**src/hw/gpio_change_pkg.sv**
```systemverilog
// Constants, register map and carrier types for the three-port GPIO block.
// Assumes an AHB-Lite master with 32-bit whole-word single transfers.
package gpio_change_pkg;

  // ****************************************************************
  // Register indices (byte address is four times the index)
  // ****************************************************************
  localparam logic [7:0] SECOND_PORT_DATA_IDX      = 8'h06;
  localparam logic [7:0] THIRD_PORT_DATA_IDX       = 8'h07;
  localparam logic [7:0] FOURTH_PORT_DATA_IDX      = 8'h08;
  localparam logic [7:0] INTERRUPT_CONTROL_IDX     = 8'h0B;
  localparam logic [7:0] OPTION_CONFIG_IDX         = 8'h81;
  localparam logic [7:0] SECOND_PORT_DIRECTION_IDX = 8'h86;
  localparam logic [7:0] THIRD_PORT_DIRECTION_IDX  = 8'h87;
  localparam logic [7:0] FOURTH_PORT_DIRECTION_IDX = 8'h88;
  localparam logic [7:0] FIFTH_PORT_DIRECTION_IDX  = 8'h89;

  // ****************************************************************
  // Field positions
  // ****************************************************************
  localparam int PULLUP_DISABLE_N_BIT   = 7;
  localparam int EXT_IRQ_EDGE_BIT       = 6;
  localparam int PORT_CHANGE_FLAG_BIT   = 0;
  localparam int EXT_IRQ_FLAG_BIT       = 1;
  localparam int SLAVE_MODE_ENABLE_BIT  = 4;
  localparam int SLAVE_RD_PIN           = 0;
  localparam int SLAVE_WR_PIN           = 1;
  localparam int SLAVE_CS_PIN           = 2;
  localparam int EXT_IRQ_PIN            = 0;

  // Writable bits of the fifth port direction register
  localparam logic [7:0] FIFTH_DIR_WR_MASK = 8'h17;

  // ****************************************************************
  // Reset values
  // ****************************************************************
  localparam logic [7:0] PORT_DATA_RESET      = 8'h00;
  localparam logic [7:0] OPTION_CONFIG_RESET  = 8'hFF;
  localparam logic [7:0] PORT_DIR_RESET       = 8'hFF;
  localparam logic [7:0] FIFTH_DIR_RESET      = 8'h07;

  // ****************************************************************
  // Bus phase tracking, one-hot
  // ****************************************************************
  typedef enum logic [2:0] {
    PH_IDLE  = 3'b001,
    PH_READ  = 3'b010,
    PH_WRITE = 3'b100
  } phase_type;

  // One eight-bit port as seen at the pins
  typedef struct packed {
    logic [7:0] out;
    logic [7:0] oe;
  } port_drive_type;

endpackage

```
**src/hw/gpio_change_top.sv**
```systemverilog
// Three 8-bit GPIO ports with change detection, external interrupt edge,
// peripheral direction overrides and parallel slave mode entry.
// Assumes all pin inputs are synchronous-capable levels on i_sys_clk and
// the AHB-Lite master issues only single whole-word transfers.
//
// Operation
// - Direction bit set tri-states, clear drives latch
// - Pull-up disable bit clear enables pull-ups
// - Output pins never get a pull-up
// - Reset leaves pull-ups disabled
// - Upper pins compared with copy from last read or write
// - Output pins excluded from change compare
// - Mismatches ORed set change flag
// - Change flag wakes device from sleep
// - Second port access refreshes compare copy
// - Mismatch keeps setting flag; read then clear
// - Pin zero is edge-selectable external interrupt
// - Third port pins individually direction settable
// - Third port pins shared with peripherals
// - Enabled peripheral overrides third port direction
// - Fourth port eight pins, own directions
// - Slave mode bit turns fourth port slave
// - Read returns pins, write updates latch
// - Fifth port low pins are slave strobes
`timescale 1ns/1ps
`default_nettype none

module gpio_change_top
  import gpio_change_pkg::*;
(
  input  wire logic        i_sys_clk,
  input  wire logic        i_srst,
  // AHB-Lite slave
  input  wire logic        i_hsel,
  input  wire logic [31:0] i_haddr,
  input  wire logic [1:0]  i_htrans,
  input  wire logic        i_hwrite,
  input  wire logic [2:0]  i_hsize,
  input  wire logic [31:0] i_hwdata,
  input  wire logic        i_hready,
  output logic      [31:0] o_hrdata,
  output logic             o_hreadyout,
  output logic             o_hresp,
  // Second port pins
  input  wire logic [7:0]  i_b_pin,
  output logic      [7:0]  o_b_out,
  output logic      [7:0]  o_b_oe,
  output logic      [7:0]  o_b_pullup,
  // Third port pins and peripheral overrides
  input  wire logic [7:0]  i_c_pin,
  input  wire logic [7:0]  i_c_periph_en,
  input  wire logic [7:0]  i_c_periph_dir,
  input  wire logic [7:0]  i_c_periph_out,
  output logic      [7:0]  o_c_out,
  output logic      [7:0]  o_c_oe,
  // Fourth port pins
  input  wire logic [7:0]  i_d_pin,
  output logic      [7:0]  o_d_out,
  output logic      [7:0]  o_d_oe,
  // Fifth port low pins (slave strobes, active low)
  input  wire logic [2:0]  i_e_pin,
  // Status toward the core
  output logic             o_port_change_flag,
  output logic             o_ext_irq_flag,
  output logic             o_wake,
  output logic             o_slave_mode
);

  // ****************************************************************
  // State record
  // ****************************************************************
  typedef struct packed {
    phase_type      phase;       // Bus data phase in flight
    logic [7:0]     idx;         // Captured register index
    logic           mapped;      // Captured address is in range
    logic [31:0]    rdata;       // Read data register
    logic           readyout;    // Ready toward the bus
    logic [7:0]     b_latch;     // Second port output latch
    logic [7:0]     c_latch;     // Third port output latch
    logic [7:0]     d_latch;     // Fourth port output latch
    logic [7:0]     b_dir;       // Second port direction
    logic [7:0]     c_dir;       // Third port direction
    logic [7:0]     d_dir;       // Fourth port direction
    logic [7:0]     e_dir;       // Fifth port direction and slave mode
    logic [7:0]     option;      // Option configuration
    logic [7:0]     b_meta;      // First synchroniser stages
    logic [7:0]     c_meta;
    logic [7:0]     d_meta;
    logic [2:0]     e_meta;
    logic [7:0]     b_sync;      // Second synchroniser stages
    logic [7:0]     c_sync;
    logic [7:0]     d_sync;
    logic [2:0]     e_sync;
    logic           int0_prev;   // Previous external interrupt level
    logic [3:0]     cmp_copy;    // Upper-pin copy from last access
    logic           chg_flag;    // Port change flag
    logic           ext_flag;    // External interrupt flag
    port_drive_type b_drv;       // Registered pin drive
    port_drive_type c_drv;
    port_drive_type d_drv;
    logic [7:0]     b_pull;      // Registered pull-up enables
    logic           wake;        // Registered wake request
  } state_type;

  state_type state_reg;
  state_type state_next;

  // ****************************************************************
  // Combinational helpers
  // ****************************************************************
  logic        addr_take;        // Valid address phase this cycle
  logic [7:0]  addr_idx;         // Index from byte address
  logic        addr_mapped;      // Index hits a register
  logic        wr_commit;        // Write data committed in the wait-state cycle
  logic [7:0]  wbyte;            // Low byte of write data
  logic [3:0]  mismatch;         // Per-pin change mismatch
  logic        b_access;         // Second port data touched
  logic        int0_edge;        // Selected edge on interrupt pin
  logic [7:0]  c_dir_eff;        // Third port direction after overrides
  logic        slave_on;         // Parallel slave mode active
  logic [7:0]  rd_value;         // Value for a read

  // ****************************************************************
  // Index decode
  // ****************************************************************
  function automatic logic idx_valid(input logic [7:0] idx);
    case (idx)
      SECOND_PORT_DATA_IDX, THIRD_PORT_DATA_IDX, FOURTH_PORT_DATA_IDX,
      INTERRUPT_CONTROL_IDX, OPTION_CONFIG_IDX,
      SECOND_PORT_DIRECTION_IDX, THIRD_PORT_DIRECTION_IDX,
      FOURTH_PORT_DIRECTION_IDX, FIFTH_PORT_DIRECTION_IDX: idx_valid = 1'b1;
      default: idx_valid = 1'b0;
    endcase
  endfunction

  // ****************************************************************
  // Next-state logic
  // ****************************************************************
  always_comb begin
    state_next  = state_reg;
    addr_take   = i_hsel & i_htrans[1] & i_hready;
    addr_idx    = i_haddr[9:2];
    addr_mapped = (i_haddr[31:10] == 22'h000000) &&
                  (i_haddr[1:0] == 2'h0) && idx_valid(addr_idx);
    wr_commit   = (state_reg.phase == PH_WRITE) && state_reg.mapped;
    wbyte       = i_hwdata[7:0];
    slave_on    = state_reg.e_dir[SLAVE_MODE_ENABLE_BIT];

    // Input synchronisers, first stage read only by second
    state_next.b_meta = i_b_pin;
    state_next.c_meta = i_c_pin;
    state_next.d_meta = i_d_pin;
    state_next.e_meta = i_e_pin;
    state_next.b_sync = state_reg.b_meta;
    state_next.c_sync = state_reg.c_meta;
    state_next.d_sync = state_reg.d_meta;
    state_next.e_sync = state_reg.e_meta;

    // Peripheral direction override on the third port
    c_dir_eff = (i_c_periph_en & i_c_periph_dir) |
                (~i_c_periph_en & state_reg.c_dir);

    // Read value: pins for data registers, effective third port direction, stored state otherwise
    case (addr_idx)
      SECOND_PORT_DATA_IDX:      rd_value = state_reg.b_sync;
      THIRD_PORT_DATA_IDX:       rd_value = state_reg.c_sync;
      FOURTH_PORT_DATA_IDX:      rd_value = state_reg.d_sync;
      INTERRUPT_CONTROL_IDX: begin
        rd_value = 8'h00;
        rd_value[PORT_CHANGE_FLAG_BIT] = state_reg.chg_flag;
        rd_value[EXT_IRQ_FLAG_BIT]     = state_reg.ext_flag;
      end
      OPTION_CONFIG_IDX:         rd_value = state_reg.option;
      SECOND_PORT_DIRECTION_IDX: rd_value = state_reg.b_dir;
      THIRD_PORT_DIRECTION_IDX:  rd_value = c_dir_eff;
      FOURTH_PORT_DIRECTION_IDX: rd_value = state_reg.d_dir;
      FIFTH_PORT_DIRECTION_IDX:  rd_value = state_reg.e_dir;
      default:                   rd_value = 8'h00;
    endcase

    // Bus phase tracking
    state_next.readyout = 1'b1;
    case (state_reg.phase)
      PH_WRITE: begin
        // Write data taken now; slave was not ready this cycle
        state_next.phase = PH_IDLE;
      end
      PH_IDLE, PH_READ: begin
        if (addr_take) begin
          state_next.idx    = addr_idx;
          state_next.mapped = addr_mapped;
          if (i_hwrite) begin
            // One wait state so the write lands before any read
            state_next.phase    = PH_WRITE;
            state_next.readyout = 1'b0;
          end else begin
            state_next.phase = PH_READ;
            state_next.rdata = addr_mapped ? {24'h000000, rd_value}
                                           : 32'h00000000;
          end
        end else begin
          state_next.phase = PH_IDLE;
        end
      end
      default: begin
        state_next.phase = PH_IDLE;
      end
    endcase

    // Register writes
    if (wr_commit) begin
      case (state_reg.idx)
        SECOND_PORT_DATA_IDX:      state_next.b_latch = wbyte;
        THIRD_PORT_DATA_IDX:       state_next.c_latch = wbyte;
        FOURTH_PORT_DATA_IDX:      state_next.d_latch = wbyte;
        OPTION_CONFIG_IDX:         state_next.option  = wbyte;
        SECOND_PORT_DIRECTION_IDX: state_next.b_dir   = wbyte;
        THIRD_PORT_DIRECTION_IDX:  state_next.c_dir   = wbyte;
        FOURTH_PORT_DIRECTION_IDX: state_next.d_dir   = wbyte;
        FIFTH_PORT_DIRECTION_IDX:
          state_next.e_dir = wbyte & FIFTH_DIR_WR_MASK;
        default: ;
      endcase
    end

    // Change detection on the upper four pins
    mismatch = (state_reg.b_sync[7:4] ^ state_reg.cmp_copy) &
               state_reg.b_dir[7:4];
    b_access = (addr_take && addr_mapped && !i_hwrite &&
                addr_idx == SECOND_PORT_DATA_IDX) ||
               (wr_commit && state_reg.idx == SECOND_PORT_DATA_IDX);
    if (b_access) begin
      state_next.cmp_copy = state_reg.b_sync[7:4];
    end

    // External interrupt edge, rising when edge bit set
    state_next.int0_prev = state_reg.b_sync[EXT_IRQ_PIN];
    int0_edge = state_reg.option[EXT_IRQ_EDGE_BIT]
      ? ( state_reg.b_sync[EXT_IRQ_PIN] & ~state_reg.int0_prev)
      : (~state_reg.b_sync[EXT_IRQ_PIN] &  state_reg.int0_prev);

    // Sticky flags: software writes, hardware set wins
    if (wr_commit && state_reg.idx == INTERRUPT_CONTROL_IDX) begin
      state_next.chg_flag = wbyte[PORT_CHANGE_FLAG_BIT];
      state_next.ext_flag = wbyte[EXT_IRQ_FLAG_BIT];
    end
    if (|mismatch) begin
      state_next.chg_flag = 1'b1;
    end
    if (int0_edge) begin
      state_next.ext_flag = 1'b1;
    end

    // Second port drive and pull-ups
    state_next.b_drv.out = state_next.b_latch;
    state_next.b_drv.oe  = ~state_next.b_dir;
    state_next.b_pull    = {8{~state_next.option[PULLUP_DISABLE_N_BIT]}} &
                           state_next.b_dir;

    // Third port drive, peripheral owns enabled pins
    state_next.c_drv.out = (i_c_periph_en & i_c_periph_out) |
                           (~i_c_periph_en & state_next.c_latch);
    state_next.c_drv.oe  = ~((i_c_periph_en & i_c_periph_dir) |
                             (~i_c_periph_en & state_next.c_dir));

    // Fourth port drive; in slave mode the external strobes steer it
    state_next.d_drv.out = state_next.d_latch;
    if (state_next.e_dir[SLAVE_MODE_ENABLE_BIT]) begin
      state_next.d_drv.oe = {8{~state_reg.e_sync[SLAVE_CS_PIN] &
                               ~state_reg.e_sync[SLAVE_RD_PIN]}};
    end else begin
      state_next.d_drv.oe = ~state_next.d_dir;
    end

    // Wake request follows the change flag
    state_next.wake = state_next.chg_flag;
  end

  // ****************************************************************
  // State register
  // ****************************************************************
  always_ff @(posedge i_sys_clk) begin
    if (i_srst) begin
      state_reg          <= '0;
      state_reg.phase    <= PH_IDLE;
      state_reg.readyout <= 1'b1;
      state_reg.b_latch  <= PORT_DATA_RESET;
      state_reg.c_latch  <= PORT_DATA_RESET;
      state_reg.d_latch  <= PORT_DATA_RESET;
      state_reg.b_dir    <= PORT_DIR_RESET;
      state_reg.c_dir    <= PORT_DIR_RESET;
      state_reg.d_dir    <= PORT_DIR_RESET;
      state_reg.e_dir    <= FIFTH_DIR_RESET;
      state_reg.option   <= OPTION_CONFIG_RESET;
      state_reg.b_meta    <= state_next.b_meta;   // Keep tracking pins
      state_reg.b_sync    <= state_next.b_sync;   // so an idle-high pin
      state_reg.int0_prev <= state_next.int0_prev; // fakes no edge
    end else begin
      state_reg <= state_next;
    end
  end

  // ****************************************************************
  // Outputs, from flops except the tied-off response
  // ****************************************************************
  assign o_hrdata           = state_reg.rdata;
  assign o_hreadyout        = state_reg.readyout;
  assign o_hresp            = 1'b0;
  assign o_b_out            = state_reg.b_drv.out;
  assign o_b_oe             = state_reg.b_drv.oe;
  assign o_b_pullup         = state_reg.b_pull;
  assign o_c_out            = state_reg.c_drv.out;
  assign o_c_oe             = state_reg.c_drv.oe;
  assign o_d_out            = state_reg.d_drv.out;
  assign o_d_oe             = state_reg.d_drv.oe;
  assign o_port_change_flag = state_reg.chg_flag;
  assign o_ext_irq_flag     = state_reg.ext_flag;
  assign o_wake             = state_reg.wake;
  assign o_slave_mode       = state_reg.e_dir[SLAVE_MODE_ENABLE_BIT];

endmodule

`default_nettype wire

```
**config.mk**
```make
export PLATFORM = sky130hd
export DESIGN_NAME = gpio_change_top
export DESIGN_NICKNAME = d
export VERILOG_FILES = /design/src/hw/gpio_change_pkg.sv /design/src/hw/gpio_change_top.sv
export SDC_FILE = /design/constraint.sdc
export NUM_CORES = 1
export LEC_CHECK = 0
export BUFFER_PORTS_ARGS = -buffer_cell sky130_fd_sc_hd__buf_2
export CAP_MARGIN = 0
export CORE_MARGIN = 3
export CORE_UTILIZATION = 35
export CTS_CLUSTER_DIAMETER = 120
export CTS_CLUSTER_SIZE = 20
export DETAILED_ROUTE_END_ITERATION = 6
export SYNTH_ARGS = -nofsm -noshare
export SYNTH_HDL_FRONTEND = slang
export SYNTH_SLANG_ARGS = --single-unit
```
**constraint.sdc**
```tcl
create_clock -name i_sys_clk -period 5.2 [get_ports i_sys_clk]
set_clock_uncertainty 0.2 [all_clocks]
set_input_delay 0.26 -clock i_sys_clk [delete_from_list [all_inputs] [get_ports i_sys_clk]]
set_output_delay 0.26 -clock i_sys_clk [all_outputs]
set_load 0.01 [all_outputs]
```
## After elaboration in Yosys (flattened, before gate mapping)

Index checks and enable logic that the tools add are counted.

- Flip-flop bits (word level): 206
- Output and inout port bits: 94
- Word-level logic and storage cells: 121

- Eq/ne operators: 21
- Muxes and demuxes: 19
- Bitwise operators: 28
- Reduce and logical (&&, ||, !) cells: 21

Operators with widths:

| operator | count |
|---|---|
| 8-bit equality test, second input constant | 10 |
| 8-bit 2-to-1 mux | 9 |
| 8-bit one-hot mux with 9 select lines | 1 |
| 64-bit 2-to-1 mux | 1 |
| 8-bit AND | 6 |
| 8-bit by 3-bit equality test with 1-bit output, second input constant | 4 |
| 8-bit by 4-bit equality test with 1-bit output, second input constant | 4 |
| 8-bit NOT | 4 |
| 8-bit OR | 3 |
| 22-bit zero test | 1 |
| 9-bit OR reduction | 1 |
| 1-bit logical AND | 8 |
| 1-bit NOT | 8 |
| 2-bit AND reduction | 3 |
| 1-bit AND | 5 |
| 1-bit 2-to-1 mux | 5 |
| 5-bit 2-to-1 mux | 1 |
| 4-bit AND | 1 |
| 4-bit OR reduction | 1 |
| 4-bit bitwise XOR | 1 |
| 3-bit by 1-bit equality test with 1-bit output, second input constant | 1 |
| 3-bit by 2-bit equality test with 1-bit output, second input constant | 1 |
| 3-bit equality test, second input constant | 1 |
| 3-bit 2-to-1 mux | 1 |
| other kinds (8) | 8 |

## Longest topological paths before layout

Gate-level depths: netlist of run 1.

- Depth in word-level cells: 8
- Gate-level depth with buffers: 7
- Gate-level depth less buffers: 5

## Worst setup path after synthesis of run 1

OpenSTA, ideal clock, no wires.

- Path kind: register -> register
- From: register state_reg[222] in the netlist's numbering
- To: register state_reg (netlist bit o_d_oe[0])
- Arrival: 1602 ps
- Path slack: 3339 ps
- Stages on the path, launching flop included: 6
- Path buffers: 0
- Clock period less this slack: 1861 ps
- Path through: dfxtp_1 > nor4b_4 > nand4_2 > mux2i_1 > nor4_2 > a21o_1

- Word-level cells in the longest chain between the ends: 5
- Elaborated cells on any way between the ends: 7
- Those cells by class: eq/ne: 2; mux: 4; bitwise: 1

Ends and longest elaborated chain:

| element | line | text |
|---|---|---|
| start: declaration | gpio_change_top.sv:105 | `state_type state_reg;` |
| start signal: assignment | gpio_change_top.sv:299 | `state_reg <= state_next;` |
| 8-bit equality test | gpio_change_top.sv:212 | `case (state_reg.idx)` |
| 8-bit 2-to-1 mux | gpio_change_top.sv:212 |  |
| 64-bit 2-to-1 mux * | gpio_change_top.sv:211 | `if (wr_commit) begin` |
| 8-bit NOT | gpio_change_top.sv:272 | `state_next.d_drv.oe = ~state_next.d_dir;` |
| 8-bit 2-to-1 mux * | gpio_change_top.sv:268 | `if (state_next.e_dir[SLAVE_MODE_ENABLE_BIT]) begin` |

Mark *: on every way between the ends. The rest lies on a longest branch, timed or not.
A chain may end at the register's enable or synchronous reset.

## Worst setup path in the final report of run 1

- From: register state_reg[226] in the netlist's numbering
- To: register state_reg (netlist bit o_c_oe[4])

- Word-level cells in the longest chain between the ends: 6

Ends and longest elaborated chain:

| element | line | text |
|---|---|---|
| 3-bit equality test | gpio_change_top.sv:145 | `wr_commit = (state_reg.phase == PH_WRITE) && state_reg.mapped;` |
| 1-bit logical AND | gpio_change_top.sv:145 |  |
| 64-bit 2-to-1 mux | gpio_change_top.sv:211 |  |
| 8-bit AND | gpio_change_top.sv:264 | `(~i_c_periph_en & state_next.c_dir));` |
| 8-bit OR | gpio_change_top.sv:263 | `state_next.c_drv.oe = ~((i_c_periph_en & i_c_periph_dir) \|` |
| 8-bit NOT | gpio_change_top.sv:263 |  |

Every way passes these cells.

==> impl_metrics.toml, run 1 <==
[cells_and_area]
largest_reg_flops = 85
insertedDiodeCount = 0
multi_input_area_um2 = 2960
fin_nets = 1010
drive_gt1_frac = 0.248
nFillCells = 1975
areaGrowthSynthToFinish_pct = 23.5
ff_latch_area_um2 = 3600

[timing]
worst_slew_pin_slew_ns = 1.02
rsz0062_at_grt = "false"
fin_tns_setup_ns = 0
fmaxAchievable_mhz = 369
timing.hold.ws_ns = 0.0378
slew_viol_final = 0
slew_headroom = 0.318
hold_viol_final = 0
fin_crit_sh = 0.521
fin_ws_ns = 2.49
setup_viol = 0
final.min_clock_period_ns = 2.71

[clock_network]
cts_resized = 0
cts_buffers = 17
tritoncts = "built"
post_cts_buffers = 0
cts_root_buf = "clkbuf_16"
clockBufferDepth = 2
clk_pin_slew_ns = 0.07
holdBufCountCts = 73
h-tree-depth = 4
cts_sinks = 180
clock_latency_ns = 0.43

[critical_path]
required_ns = 5.32
reg2reg_from = "state_reg[226]$_SDFF_PP0_"
critical_path_arrival_ns = 2.83
crit_buf_inv = 1
path_class = "flip-flop to flip-flop"
start_kind = "flip-flop"
crit_path_start = "state_reg[226]$_SDFF_PP0_"
cp_num_cells = 6
crit_path_end_kind = "flip-flop"
r2r_end = "o_c_oe[4]$_SDFF_PP0_"
worst_path_max_delay_cell = "dlygate4sd3_1"
reg2reg_depth = 6
max_stage_delay_ns = 0.55
cp_top_family = "simple AND/OR/NAND/NOR gates"
critPathMaxFanout = 8
r2r_setup_slack_ns = 2.49
cp_cell_sequence = "nor4b_4, and3_1, nand4_2, mux2i_1, a21o_1, dlygate4sd3_1"

[route]
vias = 5246
drc = 0
drt-total-wl_um = 18300
drt-initial-drc-count = 302
vias_per_cell = 4.49
route.detailed.wl_per_inst_um = 15.7
ant_nets = 0
dr.pass1.iters = 7

[die]
initial_utilization = 0.360
die_area_um2 = 22800
core_um2 = 20400
die_y_um = 151
io_pins = 219
die_x_um = 151
num_rows = 52

[place]
pre_cts_ws_ns = 2.57
gp_congestion = 0.777
place.port_buffers = 164
dp_hpwl_um = 12700

[logic_synthesis]
ys_ff_latch = 180
synthFlopType = "dfxtp_1"
yosys_warnings = 0
syn_area_per_cell_um2 = 10.1
synth.distinct_cells = 57
yosysSeqAreaShare = 0.490
synth_area_um2 = 7350
synthCells = 728
synthArstFlopShare = 0
synth_edf_count = 0

[outcome]
status = "complete, no violations"

[worst_hold_path]
min_path_cells = 4
hold_start = "i_htrans[1]"
hp-class = "primary input to flip-flop"
min_to = "state_reg[224]$_SDFF_PP1_"

[pwr]
total_power_mw = 2.85
p_leak_nw = 4.17
p_per_area_nw_per_um2 = 313
irDropWorstVdd_v = 0.000260

[global_route]
grt-ovfl-total = 0
grt_pass1_vias = 5047
grt_max_degree = 91
grt_usage = 0.160
grt_antenna_before_repair = 0
grt_pass1_wl_um = 27500

[flow_run]
cap_violations = 0
-- worst max-delay path by stage --
| stage | endpoint | slack (ns) |
|---|---|---|
| after detailed placement | o_hrdata[4]$_SDFFE_PP0P_ | 2.57 |
| final | o_c_oe[4]$_SDFF_PP0_ | 2.49 |
| after global placement | o_hrdata[4]$_SDFFE_PP0P_ | 2.61 |
| after floorplan | o_d_oe[0]$_SDFF_PP0_ | 3.34 |
| after CTS | o_c_oe[3]$_SDFF_PP0_ | 2.47 |
| after global routing | o_c_oe[4]$_SDFF_PP0_ | 2.27 |
-- cells by family after synthesis --
| family | synth area share |
|---|---|
| compound gates | 0.0830 |
| simple gates | 0.186 |
| buf+inv | 0.119 |
| xor+xnor | 0.00596 |
| other cells | 0.000510 |
| mux | 0.115 |
| flops | 0.490 |
-- placed cells by master, fill, tap and decap left out, types with 11 or more instances in the layout --
master and instances:
nor2b_1 51, nor2_1 67, nor3_1 11, a21oi_1 13, mux2_2 11, nand2_1 22, mux2i_1 72, inv_1 14
conb_1 25, dlygate4sd3_1 73, buf_2 163, clkbuf_16 17, nand2b_1 42, a21o_1 16, dfxtp_1 180
-- worst reg2reg max path, delay by kind of cell (launching register included) --
family / cells / cell delay [ns]
DFF: 1 / 0.41
muxes: 1 / 0.25
AOI/OAI and AO/OA: 1 / 0.18
buffers and inverters: 1 / 0.55
and+or+nand+nor: 3 / 1.00
-- power breakdown --
part	total (mW)	internal [mW]	switching, mW	leakage [nW]
Sequential	1.42	1.41	0.0120	1.47
Combinational	0.213	0.106	0.106	2.44
Clock	1.21	0.627	0.586	0.264
Total	2.85	2.14	0.705	4.17
-- cell type report --
type / count / share of cell area
tap: 270 / 0.0372
clock buffer: 18 / 0.0473
inverter: 14 / 0.00579
clock inverter: 14 / 0.0131
timing repair buffer: 240 / 0.174
sequential: 180 / 0.397
multi-input combinational: 432 / 0.326
-- synth_stat cells, drive strengths merged, types with 2 or more instances --
library cell,instances,area (um^2)
a211o,5,43.8
a211oi,8,60.1
a21o,16,120
a21oi,13,65.1
a221oi,4,35.0
a222oi,3,30.0
a22o,4,35.0
a22oi,9,67.6
and3b,2,17.5
and4b,2,20.0
and4bb,2,25.0
buf,101,732
clkbuf,25,93.8
dfxtp,180,3600
inv,14,52.6
mux2,11,124
mux2i,72,721
nand2,23,88.8
nand2b,42,263
nand3,5,25.0
nand3b,6,48.8
nand4,4,37.5
nor2,70,289
nor2b,51,319
nor3,12,65.1
nor3b,2,20.0
nor4,9,62.6
nor4b,4,65.1
o21ai,10,50.0
o22a,3,26.3
xor2,4,35.0
-- through the flow --
stage,utilization,cell area [um^2],std cells
CTS,0.444,9080,1168
floorplan,-,7440,752
finish,0.444,9080,1168
global placement,0.382,7800,1063
detailed placement,0.382,7800,1063
global route,0.444,9080,1168
-- metal layers --
layer | vias to the layer above | wire length (um) | global-route usage
met1 | 2411 | 8490 | 0.212
li1 | 2657 | - | -
met5 | - | 0 | 0
met2 | 157 | 8470 | 0.255
met3 | 21 | 1090 | 0.0434
met4 | 0 | 260 | 0.0517
No activity file was read; power rests on OpenSTA's default activity.
==> run 2: changes to the inputs <==
--- a/config.mk
+++ b/config.mk
@@ -5,6 +5,7 @@
 export SDC_FILE = /design/constraint.sdc
 export NUM_CORES = 1
 export LEC_CHECK = 0
+export ABC_AREA = 1
 export BUFFER_PORTS_ARGS = -buffer_cell sky130_fd_sc_hd__buf_2
 export CAP_MARGIN = 0
 export CORE_MARGIN = 3
==> constraint.sdc (replaced) <==
create_clock -name i_sys_clk -period 2.2 [get_ports i_sys_clk]
set_clock_uncertainty 0.2 [all_clocks]
set_input_delay 0.11 -clock i_sys_clk [delete_from_list [all_inputs] [get_ports i_sys_clk]]
set_output_delay 0.11 -clock i_sys_clk [all_outputs]
set_load 0.01 [all_outputs]
==> impl_metrics.toml, run 2 <==
[critical_path]
path_class = "flip-flop to flip-flop"
start_kind = "flip-flop"
required_ns = 2.39
critical_path_arrival_ns = 2.22
crit_path_end_kind = "flip-flop"
critPathMaxFanout = 4

[route]
drc = 0
drt-total-wl_um = 19100
drt-initial-drc-count = 470
dr.pass1.iters = 5
vias = 6146
vias_per_cell = 4.36
ant_nets = 0
route.detailed.wl_per_inst_um = 13.5

[pwr]
p_switching_mw = 1.75
combinationalPowerShare = 0.071
p_per_area_nw_per_um2 = 744
intPower_mw = 5.11
switching_share = 0.255
p_leak_nw = 4.71
irDropWorstVdd_v = 0.000491
clockPowerShare = 0.440
seqPwrFrac = 0.489
total_power_mw = 6.87

[cells_and_area]
insertedDiodeCount = 0
areaGrowthSynthToFinish_pct = 27.3
fin_nets = 1252
layout_commonest_cell = "dfxtp_1"
final_cell_mix = "dfxtp_1 (180), buf_2 (164), nand2_1 (144), nor2_1 (139), inv_1 (120)"
drive_gt1_frac = 0.202
largest_reg_flops = 85
layout.cells.non_filler = 1410

[logic_synthesis]
syn_area_per_cell_um2 = 7.68
synth.area.top_cells = "dfxtp_1 (50%), buf_4 (9.3%), nand2_1 (7.5%), nor2_1 (7.3%), inv_1 (6.2%)"
yosys.area.top_type = "dfxtp_1"
yosys_warnings = 0
synthArstFlopShare = 0
yosysSeqAreaShare = 0.497
ys_ff_latch = 180
synth.top_cell.area_share = 0.497
synthTopCellsByCount = "dfxtp_1 (180), nand2_1 (145), nor2_1 (141)"
synth.distinct_cells = 26
synthCells = 944
synth_edf_count = 0
synth_area_um2 = 7250
synth.most_common_cell = "dfxtp_1"
synthFlopType = "dfxtp_1"

[timing]
rsz0062_at_grt = "true"
fmaxAchievable_mhz = 490
setup_viol = 0
hold_viol_final = 0
slew_viol_final = 0
final.min_clock_period_ns = 2.04
fin_crit_sh = 0.927

[die]
die_x_um = 150
die_y_um = 150
initial_utilization = 0.357
num_rows = 52
io_pins = 219
core_um2 = 20300
die_area_um2 = 22500

[clock_network]
h-tree-depth = 4
clockBufferDepth = 2
clk_pin_slew_ns = 0.07
cts_root_buf = "clkbuf_16"
cts_sinks = 180
tritoncts = "built"
clock_latency_ns = 0.44
cts_buffers = 17
post_cts_buffers = 0

[global_route]
grt_antenna_before_repair = 0
grt_pass1_wl_um = 29400
grt-ovfl-total = 0
grt_pass1_vias = 5587
grt_usage = 0.171
grt_max_degree = 47

[place]
place.port_buffers = 164
gp_congestion = 0.936
dp_hpwl_um = 13700
dp.cells = 1303

[worst_hold_path]
hp-class = "primary input to flip-flop"

[outcome]
status = "complete, no violations"

[flow_run]
cap_violations = 0
## run 2: cell count changes after synthesis, sizes merged, moves of 42 or more
cell / previous run / this run
inv: 14 / 121
o21ai: 10 / 57
nor2b: 51 / 0
nand2: 23 / 145
mux2i: 72 / 0
nand2b: 42 / 0
nor2: 70 / 147
nand3: 5 / 72
## run 2: layer usage
layer | share of wire | vias to the layer above | track usage
met3 | 0.063 | 23 | 0.0385
met4 | 0.021 | 0 | 0.0576
met5 | 0 | - | 0
met1 | 0.44 | 2717 | 0.222
li1 | - | 3240 | -
met2 | 0.48 | 166 | 0.280
## run 2: area by class of cell
| cell class | count | area (um^2) |
|---|---|---|
| clock buffers | 18 | 439 |
| flip-flops and latches | 180 | 3600 |
| fillers | 2072 | 11100 |
| well taps | 270 | 338 |
| inverters | 123 | 462 |
| repair buffers | 259 | 1750 |
| multi-input cells | 546 | 2490 |
| clock inverters | 14 | 150 |
## run 2: worst paths after layout
path	startpoint	end	slack (ns)	cells after the start
min	i_haddr[14]	state_reg[59]$_SDFFE_PP0P_	0.1	7
min reg2reg	state_next[88]$_DFF_P_	state_reg[88]$_DFF_P_	0.13	0
max reg2reg	state_reg[225]$_SDFF_PP0_	o_wake$_SDFFE_PP0P_	0.16	10
max	state_reg[225]$_SDFF_PP0_	o_wake$_SDFFE_PP0P_	0.16	10
## run 2: logic make-up after synthesis
family / share of synthesized area
and+or+nand+nor: 0.218
buffers and inverters: 0.174
xor gates and xnor gates: 0.00121
AOI/OAI and AO/OA: 0.110
DFF: 0.497
other: 0.000517
## run 2: critical path, cell delays in order (launching register included)
cell and delay, ns:
dfxtp_1 0.32, nor2_2 0.14, nand3_2 0.13, nor2_4 0.17, nand2_1 0.13, inv_1 0.11, a21oi_1 0.07, nand2_1 0.05
nand2_1 0.04, dlygate4sd3_1 0.57, inv_1 0.05
## run 2: per-stage QoR
stage               hold WS (ns)  cell area [um^2]  setup TNS [ns]  utilization  setup slack, ns
floorplan                -0.0623              7340               0            -            0.480
global placement          0.0151              7880               0        0.388            0.227
detailed placement        0.0136              7880               0        0.388            0.144
CTS                       0.0876              9220               0        0.454           0.0298
global route              0.0925              9230         -0.0517        0.455          -0.0232
finish                    0.0966              9230               0        0.455            0.161
## run 2: what timing repair did
| action | in CTS | in global routing |
|---|---|---|
| hold buffers | 75 | 0 |
| gates resized for setup | 0 | 5 |
| endpoints found under the hold margin | 106 | 0 |
| setup endpoints to repair | 0 | 22 |
## run 2: power groups by stage
stage	combinational (mW)	sequential, mW	clock [mW]
after floorplan	0.243	3.42	0
after global placement	0.377	3.43	0
after detailed placement	0.378	3.43	0
after CTS	0.485	3.36	3.10
after global routing	0.541	3.37	3.24
final	0.488	3.36	3.02
